## src/logic/pdsl_pkg.sv

```systemverilog
// package: offsets, field layouts and reset values of the status and link capability registers
package pdsl_pkg;
  localparam logic [7:0] PDSL_OFF_DEV_STATUS = 8'hE8;
  localparam logic [7:0] PDSL_OFF_LINK_CAPS = 8'hEC;
  localparam logic [7:0] PDSL_OFF_IRQ_MASK = 8'hF8;
  localparam logic [7:0] PDSL_OFF_LOAD_CTRL = 8'hFC;
  localparam int PDSL_ERR_LSB = 16;
  localparam int PDSL_AUX_BIT = 20;
  localparam int PDSL_PEND_BIT = 21;
  localparam int PDSL_NUM_ERR = 4;
  localparam logic [3:0] PDSL_LINK_SPEED_2G5 = 4'h1;
  localparam logic [1:0] PDSL_ASPM_RST = 2'h1;
  localparam logic [2:0] PDSL_L0S_LAT_RST = 3'h3;
  localparam logic [2:0] PDSL_L1_LAT_RST = 3'h0;
  localparam logic [5:0] PDSL_WIDTH_RST = 6'h01;
  localparam int PDSL_NUM_PORTS = 3;
  localparam logic [1:0] PDSL_RESP_OKAY = 2'h0;
  localparam logic [1:0] PDSL_RESP_SLVERR = 2'h2;
  typedef enum logic [1:0] {PDSL_PORT_UP, PDSL_PORT_DN} pdsl_port_kind_e;
endpackage : pdsl_pkg

```

## src/logic/pdsl_sync.sv

```systemverilog
// three-flop synchroniser with agreement filter for a strap or event pin
`timescale 1ns/1ps
`default_nettype none
module pdsl_sync #(
  parameter int WIDTH = 1
) (
  // clock and reset
  input wire logic aclk,
  input wire logic aresetn,
  // pin in, filtered level out
  input wire logic [WIDTH-1:0] pin,
  output logic [WIDTH-1:0] level
);
  logic [WIDTH-1:0] s1_r;
  logic [WIDTH-1:0] s2_r;
  logic [WIDTH-1:0] s3_r;
  logic [WIDTH-1:0] lvl_r;
  wire [WIDTH-1:0] agree = ~(s2_r ^ s3_r);
  wire [WIDTH-1:0] lvl_nxt = (agree & s3_r) | (~agree & lvl_r);
  always_ff @(posedge aclk)
  begin
    if (!aresetn)
    begin
      s1_r <= '0;
      s2_r <= '0;
      s3_r <= '0;
      lvl_r <= '0;
    end
    else
    begin
      s1_r <= pin;
      s2_r <= s1_r;
      s3_r <= s2_r;
      lvl_r <= lvl_nxt;
    end
  end
  assign level = lvl_r;
endmodule : pdsl_sync
`default_nettype wire

```

## src/logic/pdsl_regs.sv

```systemverilog
// status and link capability registers of one port, reached over axi4-lite
//
// Contract
// - a detected correctable error sets a sticky flag in bit 16, reset zero, cleared by writing one.
// - a detected non-fatal error sets a sticky flag in bit 17, reset zero, cleared by writing one.
// - a detected fatal error sets a sticky flag in bit 18, reset zero, cleared by writing one.
// - a detected unsupported request sets a sticky flag in bit 19, reset zero, cleared by writing one.
// - the four flags record errors regardless of the error reporting enables.
// - bit 20 is a read-only aux power detected indication that resets to one; the code resets it to zero, then follows the filtered aux_power_pin.
// - bit 21, transactions pending, always reads zero.
// - the maximum link speed field reads 0001b for a 2.5 Gb/s link.
// - the maximum link width comes from a strap pin or an eeprom preloaded value.
// - the read-only aspm support field resets to 01b.
// - the l0s exit latency field resets to 011b, 256 ns up to below 512 ns.
// - the l1 exit latency field resets to 000b, 16 us up to below 32 us.
// - surprise down reporting capable is zero on the upstream port and resets to zero; the code gives SURPRISE_DN_CAP on downstream ports, one from reset when set.
// - link active reporting capable is one on hot-plug downstream ports, zero upstream.
// - the port number resets to a distinct value for each port.
// - port number, aspm support and both exit latencies may be overridden by smbus or eeprom.
//
// Implementation choice: the AXI4-Lite interface to the registers.
`timescale 1ns/1ps
`default_nettype none
module pdsl_regs
  import pdsl_pkg::*;
#(
  parameter pdsl_port_kind_e PORT_KIND = PDSL_PORT_UP,
  parameter logic [7:0] PORT_NUM = 8'h00,
  parameter logic HOTPLUG_CAP = 1'b0,
  parameter logic SURPRISE_DN_CAP = 1'b0
) (
  // clock and reset
  input wire logic aclk,
  input wire logic aresetn,
  // axi4-lite write address
  input wire logic [7:0] s_axi_awaddr,
  input wire logic s_axi_awvalid,
  output logic s_axi_awready,
  // axi4-lite write data
  input wire logic [31:0] s_axi_wdata,
  input wire logic [3:0] s_axi_wstrb,
  input wire logic s_axi_wvalid,
  output logic s_axi_wready,
  // axi4-lite write response
  output logic [1:0] s_axi_bresp,
  output logic s_axi_bvalid,
  input wire logic s_axi_bready,
  // axi4-lite read address
  input wire logic [7:0] s_axi_araddr,
  input wire logic s_axi_arvalid,
  output logic s_axi_arready,
  // axi4-lite read data
  output logic [31:0] s_axi_rdata,
  output logic [1:0] s_axi_rresp,
  output logic s_axi_rvalid,
  input wire logic s_axi_rready,
  // error event pins: correctable, non-fatal, fatal, unsupported request
  input wire logic [PDSL_NUM_ERR-1:0] err_event_pin,
  // aux power sense pin and link width strap pins
  input wire logic aux_power_pin,
  input wire logic [5:0] link_width_strap,
  // side load from smbus or eeprom, one-cycle strobe with values
  input wire logic side_load_valid,
  input wire logic side_load_width_en,
  input wire logic [5:0] side_load_width,
  input wire logic [7:0] side_load_port_num,
  input wire logic [1:0] side_load_aspm,
  input wire logic [2:0] side_load_l0s,
  input wire logic [2:0] side_load_l1,
  // interrupt
  output logic irq
);
  logic [PDSL_NUM_ERR-1:0] err_lvl;
  logic [PDSL_NUM_ERR-1:0] err_prev_r;
  logic [PDSL_NUM_ERR-1:0] err_flag_r;
  logic [PDSL_NUM_ERR-1:0] err_flag_nxt;
  logic [PDSL_NUM_ERR-1:0] irq_mask_r;
  logic aux_lvl;
  logic [5:0] strap_lvl;
  logic strap_taken_r;
  logic [5:0] width_r;
  logic [7:0] port_num_r;
  logic [1:0] aspm_r;
  logic [2:0] l0s_r;
  logic [2:0] l1_r;
  logic width_from_eeprom_r;
  logic aw_full_r;
  logic w_full_r;
  logic [7:0] awaddr_r;
  logic [31:0] wdata_r;
  logic [3:0] wstrb_r;
  logic bvalid_r;
  logic [1:0] bresp_r;
  logic rvalid_r;
  logic [1:0] rresp_r;
  logic [31:0] rdata_r;

  // event pins arrive asynchronous, filtered before edge detection
  pdsl_sync #(.WIDTH(PDSL_NUM_ERR + 7)) u_sync (
    .aclk(aclk),
    .aresetn(aresetn),
    .pin({err_event_pin, aux_power_pin, link_width_strap}),
    .level({err_lvl, aux_lvl, strap_lvl})
  );

  // write channel capture; both halves may come in either order
  wire aw_take = s_axi_awvalid && !aw_full_r && !bvalid_r;
  wire w_take = s_axi_wvalid && !w_full_r && !bvalid_r;
  wire wr_do = aw_full_r && w_full_r && !bvalid_r;
  wire wr_stat = wr_do && (awaddr_r[7:2] == PDSL_OFF_DEV_STATUS[7:2]);
  wire wr_mask = wr_do && (awaddr_r[7:2] == PDSL_OFF_IRQ_MASK[7:2]);
  wire wr_caps = wr_do && (awaddr_r[7:2] == PDSL_OFF_LINK_CAPS[7:2]);
  wire wr_load = wr_do && (awaddr_r[7:2] == PDSL_OFF_LOAD_CTRL[7:2]);
  wire wr_hit = wr_stat || wr_mask || wr_caps || wr_load;
  // byte lane 2 carries bits 23:16 where the flags sit
  wire [PDSL_NUM_ERR-1:0] w1c = (wr_stat && wstrb_r[2]) ?
    wdata_r[PDSL_ERR_LSB +: PDSL_NUM_ERR] : '0;
  wire [PDSL_NUM_ERR-1:0] err_rise = err_lvl & ~err_prev_r;

  // set wins over a simultaneous write-one clear; reporting enables are not consulted
  assign err_flag_nxt = (err_flag_r & ~w1c) | err_rise;

  always_ff @(posedge aclk)
  begin
    if (!aresetn)
    begin
      aw_full_r <= 1'b0;
      w_full_r <= 1'b0;
      awaddr_r <= 8'h00;
      wdata_r <= 32'h0000_0000;
      wstrb_r <= 4'h0;
      bvalid_r <= 1'b0;
      bresp_r <= PDSL_RESP_OKAY;
    end
    else
    begin
      if (aw_take)
      begin
        aw_full_r <= 1'b1;
        awaddr_r <= s_axi_awaddr;
      end
      if (w_take)
      begin
        w_full_r <= 1'b1;
        wdata_r <= s_axi_wdata;
        wstrb_r <= s_axi_wstrb;
      end
      if (wr_do)
      begin
        aw_full_r <= 1'b0;
        w_full_r <= 1'b0;
        bvalid_r <= 1'b1;
        bresp_r <= wr_hit ? PDSL_RESP_OKAY : PDSL_RESP_SLVERR;
      end
      else if (s_axi_bready)
        bvalid_r <= 1'b0;
    end
  end

  assign s_axi_awready = !aw_full_r && !bvalid_r;
  assign s_axi_wready = !w_full_r && !bvalid_r;
  assign s_axi_bvalid = bvalid_r;
  assign s_axi_bresp = bresp_r;

  always_ff @(posedge aclk)
  begin
    if (!aresetn)
    begin
      err_prev_r <= '0;
      err_flag_r <= '0;
      irq_mask_r <= '0;
    end
    else
    begin
      err_prev_r <= err_lvl;
      err_flag_r <= err_flag_nxt;
      if (wr_mask && wstrb_r[2])
        irq_mask_r <= wdata_r[PDSL_ERR_LSB +: PDSL_NUM_ERR];
    end
  end

  assign irq = |(err_flag_r & irq_mask_r);

  // capability defaults; software writes to the caps word are accepted and ignored
  always_ff @(posedge aclk)
  begin
    if (!aresetn)
    begin
      port_num_r <= PORT_NUM;
      aspm_r <= PDSL_ASPM_RST;
      l0s_r <= PDSL_L0S_LAT_RST;
      l1_r <= PDSL_L1_LAT_RST;
      width_r <= PDSL_WIDTH_RST;
      width_from_eeprom_r <= 1'b0;
      strap_taken_r <= 1'b0;
    end
    else
    begin
      // strap level is copied every cycle without a side load, from one cycle after release until a side load with width enable
      strap_taken_r <= 1'b1;
      if (side_load_valid)
      begin
        port_num_r <= side_load_port_num;
        aspm_r <= side_load_aspm;
        l0s_r <= side_load_l0s;
        l1_r <= side_load_l1;
        if (side_load_width_en)
        begin
          width_r <= side_load_width;
          width_from_eeprom_r <= 1'b1;
        end
      end
      else if (!width_from_eeprom_r && strap_taken_r)
        width_r <= strap_lvl;
    end
  end

  wire surprise_cap = (PORT_KIND == PDSL_PORT_DN) && SURPRISE_DN_CAP;
  wire link_rep_cap = (PORT_KIND == PDSL_PORT_DN) && HOTPLUG_CAP;

  // status word: flags, aux level, pending tied low, rest zero
  wire [31:0] stat_word = {10'h000, 1'b0, aux_lvl, err_flag_r, 16'h0000};
  wire [31:0] caps_word = {port_num_r, 3'h0, link_rep_cap, surprise_cap, 1'b0, l1_r, l0s_r,
    aspm_r, width_r, PDSL_LINK_SPEED_2G5};
  wire [31:0] mask_word = {8'h00, 4'h0, irq_mask_r, 16'h0000};
  wire [31:0] load_word = {31'h0000_0000, width_from_eeprom_r};

  wire ar_take = s_axi_arvalid && !rvalid_r;
  wire rd_stat = s_axi_araddr[7:2] == PDSL_OFF_DEV_STATUS[7:2];
  wire rd_caps = s_axi_araddr[7:2] == PDSL_OFF_LINK_CAPS[7:2];
  wire rd_mask = s_axi_araddr[7:2] == PDSL_OFF_IRQ_MASK[7:2];
  wire rd_load = s_axi_araddr[7:2] == PDSL_OFF_LOAD_CTRL[7:2];
  wire rd_hit = rd_stat || rd_caps || rd_mask || rd_load;
  wire [31:0] rd_word = rd_stat ? stat_word :
                        rd_caps ? caps_word :
                        rd_mask ? mask_word :
                        rd_load ? load_word : 32'h0000_0000;

  always_ff @(posedge aclk)
  begin
    if (!aresetn)
    begin
      rvalid_r <= 1'b0;
      rresp_r <= PDSL_RESP_OKAY;
      rdata_r <= 32'h0000_0000;
    end
    else if (ar_take)
    begin
      rvalid_r <= 1'b1;
      rresp_r <= rd_hit ? PDSL_RESP_OKAY : PDSL_RESP_SLVERR;
      rdata_r <= rd_word;
    end
    else if (s_axi_rready)
      rvalid_r <= 1'b0;
  end

  assign s_axi_arready = !rvalid_r;
  assign s_axi_rvalid = rvalid_r;
  assign s_axi_rresp = rresp_r;
  assign s_axi_rdata = rdata_r;
endmodule : pdsl_regs
`default_nettype wire

```

## config.mk

```make
export PLATFORM = sky130hd
export DESIGN_NAME = pdsl_regs
export DESIGN_NICKNAME = d
export VERILOG_FILES = /design/src/logic/pdsl_pkg.sv /design/src/logic/pdsl_sync.sv /design/src/logic/pdsl_regs.sv
export SDC_FILE = /design/constraint.sdc
export NUM_CORES = 1
export LEC_CHECK = 0
export ABC_AREA = 1
export BUFFER_PORTS_ARGS = -buffer_cell sky130_fd_sc_hd__buf_2
export CORE_UTILIZATION = 40
export DETAILED_ROUTE_END_ITERATION = 10
export PLACE_DENSITY = 0.7
export REMOVE_ABC_BUFFERS = 1
export SLEW_MARGIN = 20
export SYNTH_ARGS = -nofsm -noshare
export SYNTH_HDL_FRONTEND = slang
export SYNTH_SLANG_ARGS = --single-unit
```

## constraint.sdc

```tcl
create_clock -name aclk -period 1.4 [get_ports aclk]
set_input_delay 0.21 -clock aclk [delete_from_list [all_inputs] [get_ports aclk]]
set_output_delay 0.21 -clock aclk [all_outputs]
set_load 0.01 [all_outputs]
```

* Word-level counts from Yosys, hierarchy flattened
Index checks and enable logic that the tools add are counted.
Operators by class: equality and inequality tests 9, mux-type cells 15, bitwise operators 13, reduce and logical (&&, ||, !) cells 34
Operators with widths (number):
- 32-bit two-way mux | 2
- 6-bit == test (second input constant) | 8
- 11-bit bitwise AND | 2
- 11-bit NOT | 2
- 20-bit two-way mux | 1
- 6-bit two-way mux | 3
- 1-bit logical AND | 16
- 4-bit bitwise AND | 3
- 11-bit OR | 1
- 11-bit XOR | 1
- 4-bit NOT | 2
- 1-bit logical OR | 6
- 1-bit two-way mux | 6
- 2-bit nonzero test | 3
- 1-bit logical NOT | 5
- 2-bit two-way mux | 2
- 4-bit two-way mux | 1
- 4-bit OR | 1
- 2-bit AND reduction | 2
- 4-bit OR reduction | 1
- 2-bit by 1-bit != test with 1-bit output (second input constant) | 1
- 2-bit OR reduction | 1
- 1-bit NOT | 1
Storage, ports and cells: register bits 151, input bits 94, output and inout bits 42, word-level logic and storage cells 95

* Longest topological paths before layout
depth in word-level cells 8, mapped depth 8, depth with buffers taken out 8

* Hierarchy
From an unflattened synthesis, not the netlist that was laid out.
Unflattened totals: cells, all modules 557, area total of the unflattened synthesis 4654.5 um^2
By module, submodules not included:
- pdsl_regs | instances 1, cells an instance 409, area an instance 3273.1 um^2, sequential area each 1581.5 um^2
- pdsl_sync | instances 1, cells an instance 148, area an instance 1381.3 um^2, sequential area each 880.8 um^2

* Worst setup path before layout
OpenSTA, ideal clock, no wires.
path kind reg-to-reg, from register rvalid_r, in the netlist s_axi_rvalid, to register rdata_r[13], in the netlist s_axi_rdata[13], setup time 68 ps, data arrival time 1120 ps, required time 1332 ps, slack 212 ps, cell stages (with the launch flop) 6, path buffers 1, clock period less this slack 1188 ps, path through dfxtp_1 > inv_1 > nand2_2 > clkbuf_1 > nand2_1 > a21oi_2
Between the ends: cells in the longest elaborated chain, start to end 2
Ends and longest elaborated chain:
- from (decl) | RTL line pdsl_regs.sv:94 | logic rvalid_r;
- from (signal assigned) | RTL line pdsl_regs.sv:243 | rvalid_r <= 1'b0;
- from (signal assigned) | RTL line pdsl_regs.sv:249 | rvalid_r <= 1'b1;
- from (signal assigned) | RTL line pdsl_regs.sv:254 | rvalid_r <= 1'b0;
- 1-bit logical NOT
- net s_axi_arready | RTL line pdsl_regs.sv:51 | output logic s_axi_arready,
- 1-bit logical AND | RTL line pdsl_regs.sv:228 | wire ar_take = s_axi_arvalid && !rvalid_r;
- to (signal assigned) | RTL line pdsl_regs.sv:251 | rdata_r <= rd_word;
- to (decl) | RTL line pdsl_regs.sv:96 | logic [31:0] rdata_r;
The timed path passes the listed nets, and every way through them passes these cells. A chain may end at the register's enable or synchronous reset.

* Worst setup path in the final report
from register irq_mask_r[1], to output irq
Between the ends: cells in the longest elaborated chain, start to end 2
Ends and longest elaborated chain:
- from (decl) | RTL line pdsl_regs.sv:77 | logic [PDSL_NUM_ERR-1:0] irq_mask_r;
- from (signal assigned) | RTL line pdsl_regs.sv:178 | irq_mask_r <= wdata_r[PDSL_ERR_LSB +: PDSL_NUM_ERR];
- 4-bit bitwise AND | RTL line pdsl_regs.sv:182 | assign irq = |(err_flag_r & irq_mask_r);
- 4-bit OR reduction | RTL line pdsl_regs.sv:182
- to (decl) | RTL line pdsl_regs.sv:71 | output logic irq
Every way passes these cells.

==> reports/qor.yml <==
status: "complete, but fails checks"
violations: "setup timing"
fin_crit_sh: 1.083
swShare: 0.2344
final_cell_mix: "nand2_1 (124), dfxtp_1 (118), buf_2 (92)"
synth_seq_cells: 123
p_seq_frac: 0.437
port-buffer-count: 92
worstSetupPathType: "reg -> out"
synth.avg_cell_area_um2: 7.993
max_freq_ghz: 0.6595
setup_viol: 1
core_area_um2: 10890
grt_usage: 0.1791
maxCapViolCount: 0
yosysSeqAreaShare: 0.5462
p_switching_mw: 1.995
critPathRequiredTime_ns: 1.19
start_util: 0.4140
cp-start-kind: "flip-flop"
grt.busiest_layer: "met2"
ys_top_cells_by_area: "dfxtp_1 (55%), nand2_1 (10%), nor2_1 (5.8%)"
gp_routability_congestion: 0.7905
final_common_cell: "nand2_1"
met1_usage: 0.2091
hp-class: "in -> reg"
fp.dieArea_um2: 11700
vias: 3969
cpMaxStageDelayCell: "dfxtp_2"
end_kind: "output port"
path_clk_slew_ns: 0.06
cts_root_buffer: "clkbuf_8"
synth.distinct_cells: 28
numCtsBuffers: 17
finalCriticalPeriod_ns: 1.516
final_cells: 868
die_x_um: 108.2
met2_usage: 0.3030
final_layout_size_suffix_gt1_frac: 0.2514
rsz0062_at_grt: "true"
wl_um: 9935
fin_ws_ns: -0.1164
cp.arrival_ns: 1.31
grt_pass1_vias: 3741
placementRows: 38
first_pass_iters: 4
cts_buffer_depth: 2
antenna_found_initial: 0
crit_chain: "inv_2 > o21ai_2 > a21oi_1 > o21ai_1 > buf_2"
dp_hpwl_um: 6129
yosysTopAreaCell: "dfxtp_1"
nNetsFinal: 809
wl_per_cell_um: 11.45
cts_tree: "done"
initialDrtViolationCount: 211
ant_nets: 0
h-tree-depth: 4
boundaryPins: 136
leakagePower_nw: 2.989
yosys.area.top_type_share: 0.5462
yosysWarningCount: 0
p_total_mw: 8.510
clock_latency_ns: 0.51
power_frac_clock: 0.487
hold_viol: 0
grt_overflow: 0
diodes: 0
grt_first_pass_wirelength_um: 16210
placed_cells: 783
syn_inst: 564
p_int_mw: 6.515
combPwrFrac: 0.075
route.detailed.drc: 0
die_h_um: 108.2
p_per_area_nw_per_um2: 1368
crit_fanout: 2
grt_max_degree: 64
slew_viol_final: 0
synthesis.area_um2: 4508
met3_usage: 0.04882
avgViaCountPerCell: 4.573
cts_sinks: 123
finClkSkew_ns: 0.005621
max_stage_delay_ns: 0.33
fin_util: 0.5715
vdd_drop_max_uv: 661.0
fin_hold_ws_ns: 0.06783
synthToLayoutAreaGrowth_pct: 38.02
-- power groups by stage --
stage / Combinational, mW / Sequential [mW] / Clock [mW]
floorplan: 0.272 / 3.78 / 0
global placement: 0.502 / 3.79 / 0
detailed placement: 0.518 / 3.79 / 0
CTS: 0.631 / 3.72 / 4.24
global route: 0.716 / 3.74 / 4.42
finish: 0.640 / 3.72 / 4.15
-- path summary, 6_finish.rpt --
path | cells past startpoint | startpoint | endpoint | slack [ns]
worst max-delay path | 5 | irq_mask_r[1]$_SDFFE_PN0P_ | irq | -0.12
worst min-delay path | 3 | side_load_valid | width_from_eeprom_r$_SDFFE_PN0P_ | 0.07
worst max register to register | 6 | w_full_r$_SDFFE_PP0P_ | s_axi_bresp[1]$_SDFFE_PN0P_ | 0.12
worst min register to register | 2 | u_sync.s1_r[5]$_SDFF_PN0_ | u_sync.s2_r[5]$_SDFF_PN0_ | 0.41
-- cell usage after synthesis --
library cell / number
nand2_1: 125
dfxtp_1: 123
nor2_1: 70
inv_1: 63
o21ai_0: 44
a21oi_1: 33
nand3_1: 19
nand2_2: 12
a21oi_2: 10
buf_2: 9
buf_4: 9
clkbuf_1: 8
a31oi_1: 6
nand4_1: 5
or2_2: 5
nor3_1: 4
nor2_4: 3
buf_1: 2
buf_6: 2
inv_2: 2
nor3_4: 2
o211ai_1: 2
clkinv_1: 1
conb_1: 1
nand3_2: 1
nand3b_4: 1
o21a_1: 1
o21bai_1: 1
-- cell families (layout without fill, tap and decap cells) --
kind of cell,count (synthesis),count (layout),synth area share
compound gates,97,97,0.1199
buf+inv,96,253,0.09325
flops,123,123,0.5462
other cells,1,8,0.0008318
simple gates,247,247,0.2398
-- layer usage --
layer | wire, um | share of wire
met5 | 0 | 0
met4 | 130 | 0.013
met3 | 445 | 0.045
met2 | 4861 | 0.49
met1 | 4497 | 0.45
-- timing repair --
action	in CTS	in global routing
hold endpoints to repair	48	0
hold buffers	50	0
setup endpoints to repair	3	3
gates resized for setup	8	7
pin swaps	2	1
buffers inserted	2	1
-- metrics by stage --
step | area (um^2) | setup slack (ns) | setup TNS [ns]
detailed placement | 5097 | 0.1690 | 0
CTS | 6196 | -0.1581 | -0.1581
finish | 6222 | -0.1164 | -0.1164
global route | 6222 | -0.1811 | -0.1811
global placement | 5097 | 0.2239 | 0
floorplan | 4362 | -0.04233 | -0.7000
-- sequential cells by signal (all words and copies together) (netlist names), 6 cells and up, named ones only --
name / flops
u_sync.s1_r: 11
s_axi_rdata: 26
width_r: 6
u_sync.s3_r: 11
u_sync.s2_r: 11
port_num_r: 8
awaddr_r: 6
-- critical path, delay by kind of cell (launching register included) --
| family | cells | cell delay, ns |
|---|---|---|
| DFF | 1 | 0.33 |
| AOI/OAI and AO/OA | 3 | 0.26 |
| buffers and inverters | 2 | 0.20 |
-- final cells by class --
cell class                      instances  area [um^2]
Fill cell                             975         4666
Sequential cell                       123         2471
Multi-Input combinational cell        352         1668
Timing Repair Buffer                  155         1084
Clock buffer                           19        431.7
Inverter                               66        247.7
Tap cell                              140        175.2
Clock inverter                         13        145.1
Note: power is estimated with default switching activity, not from simulation.
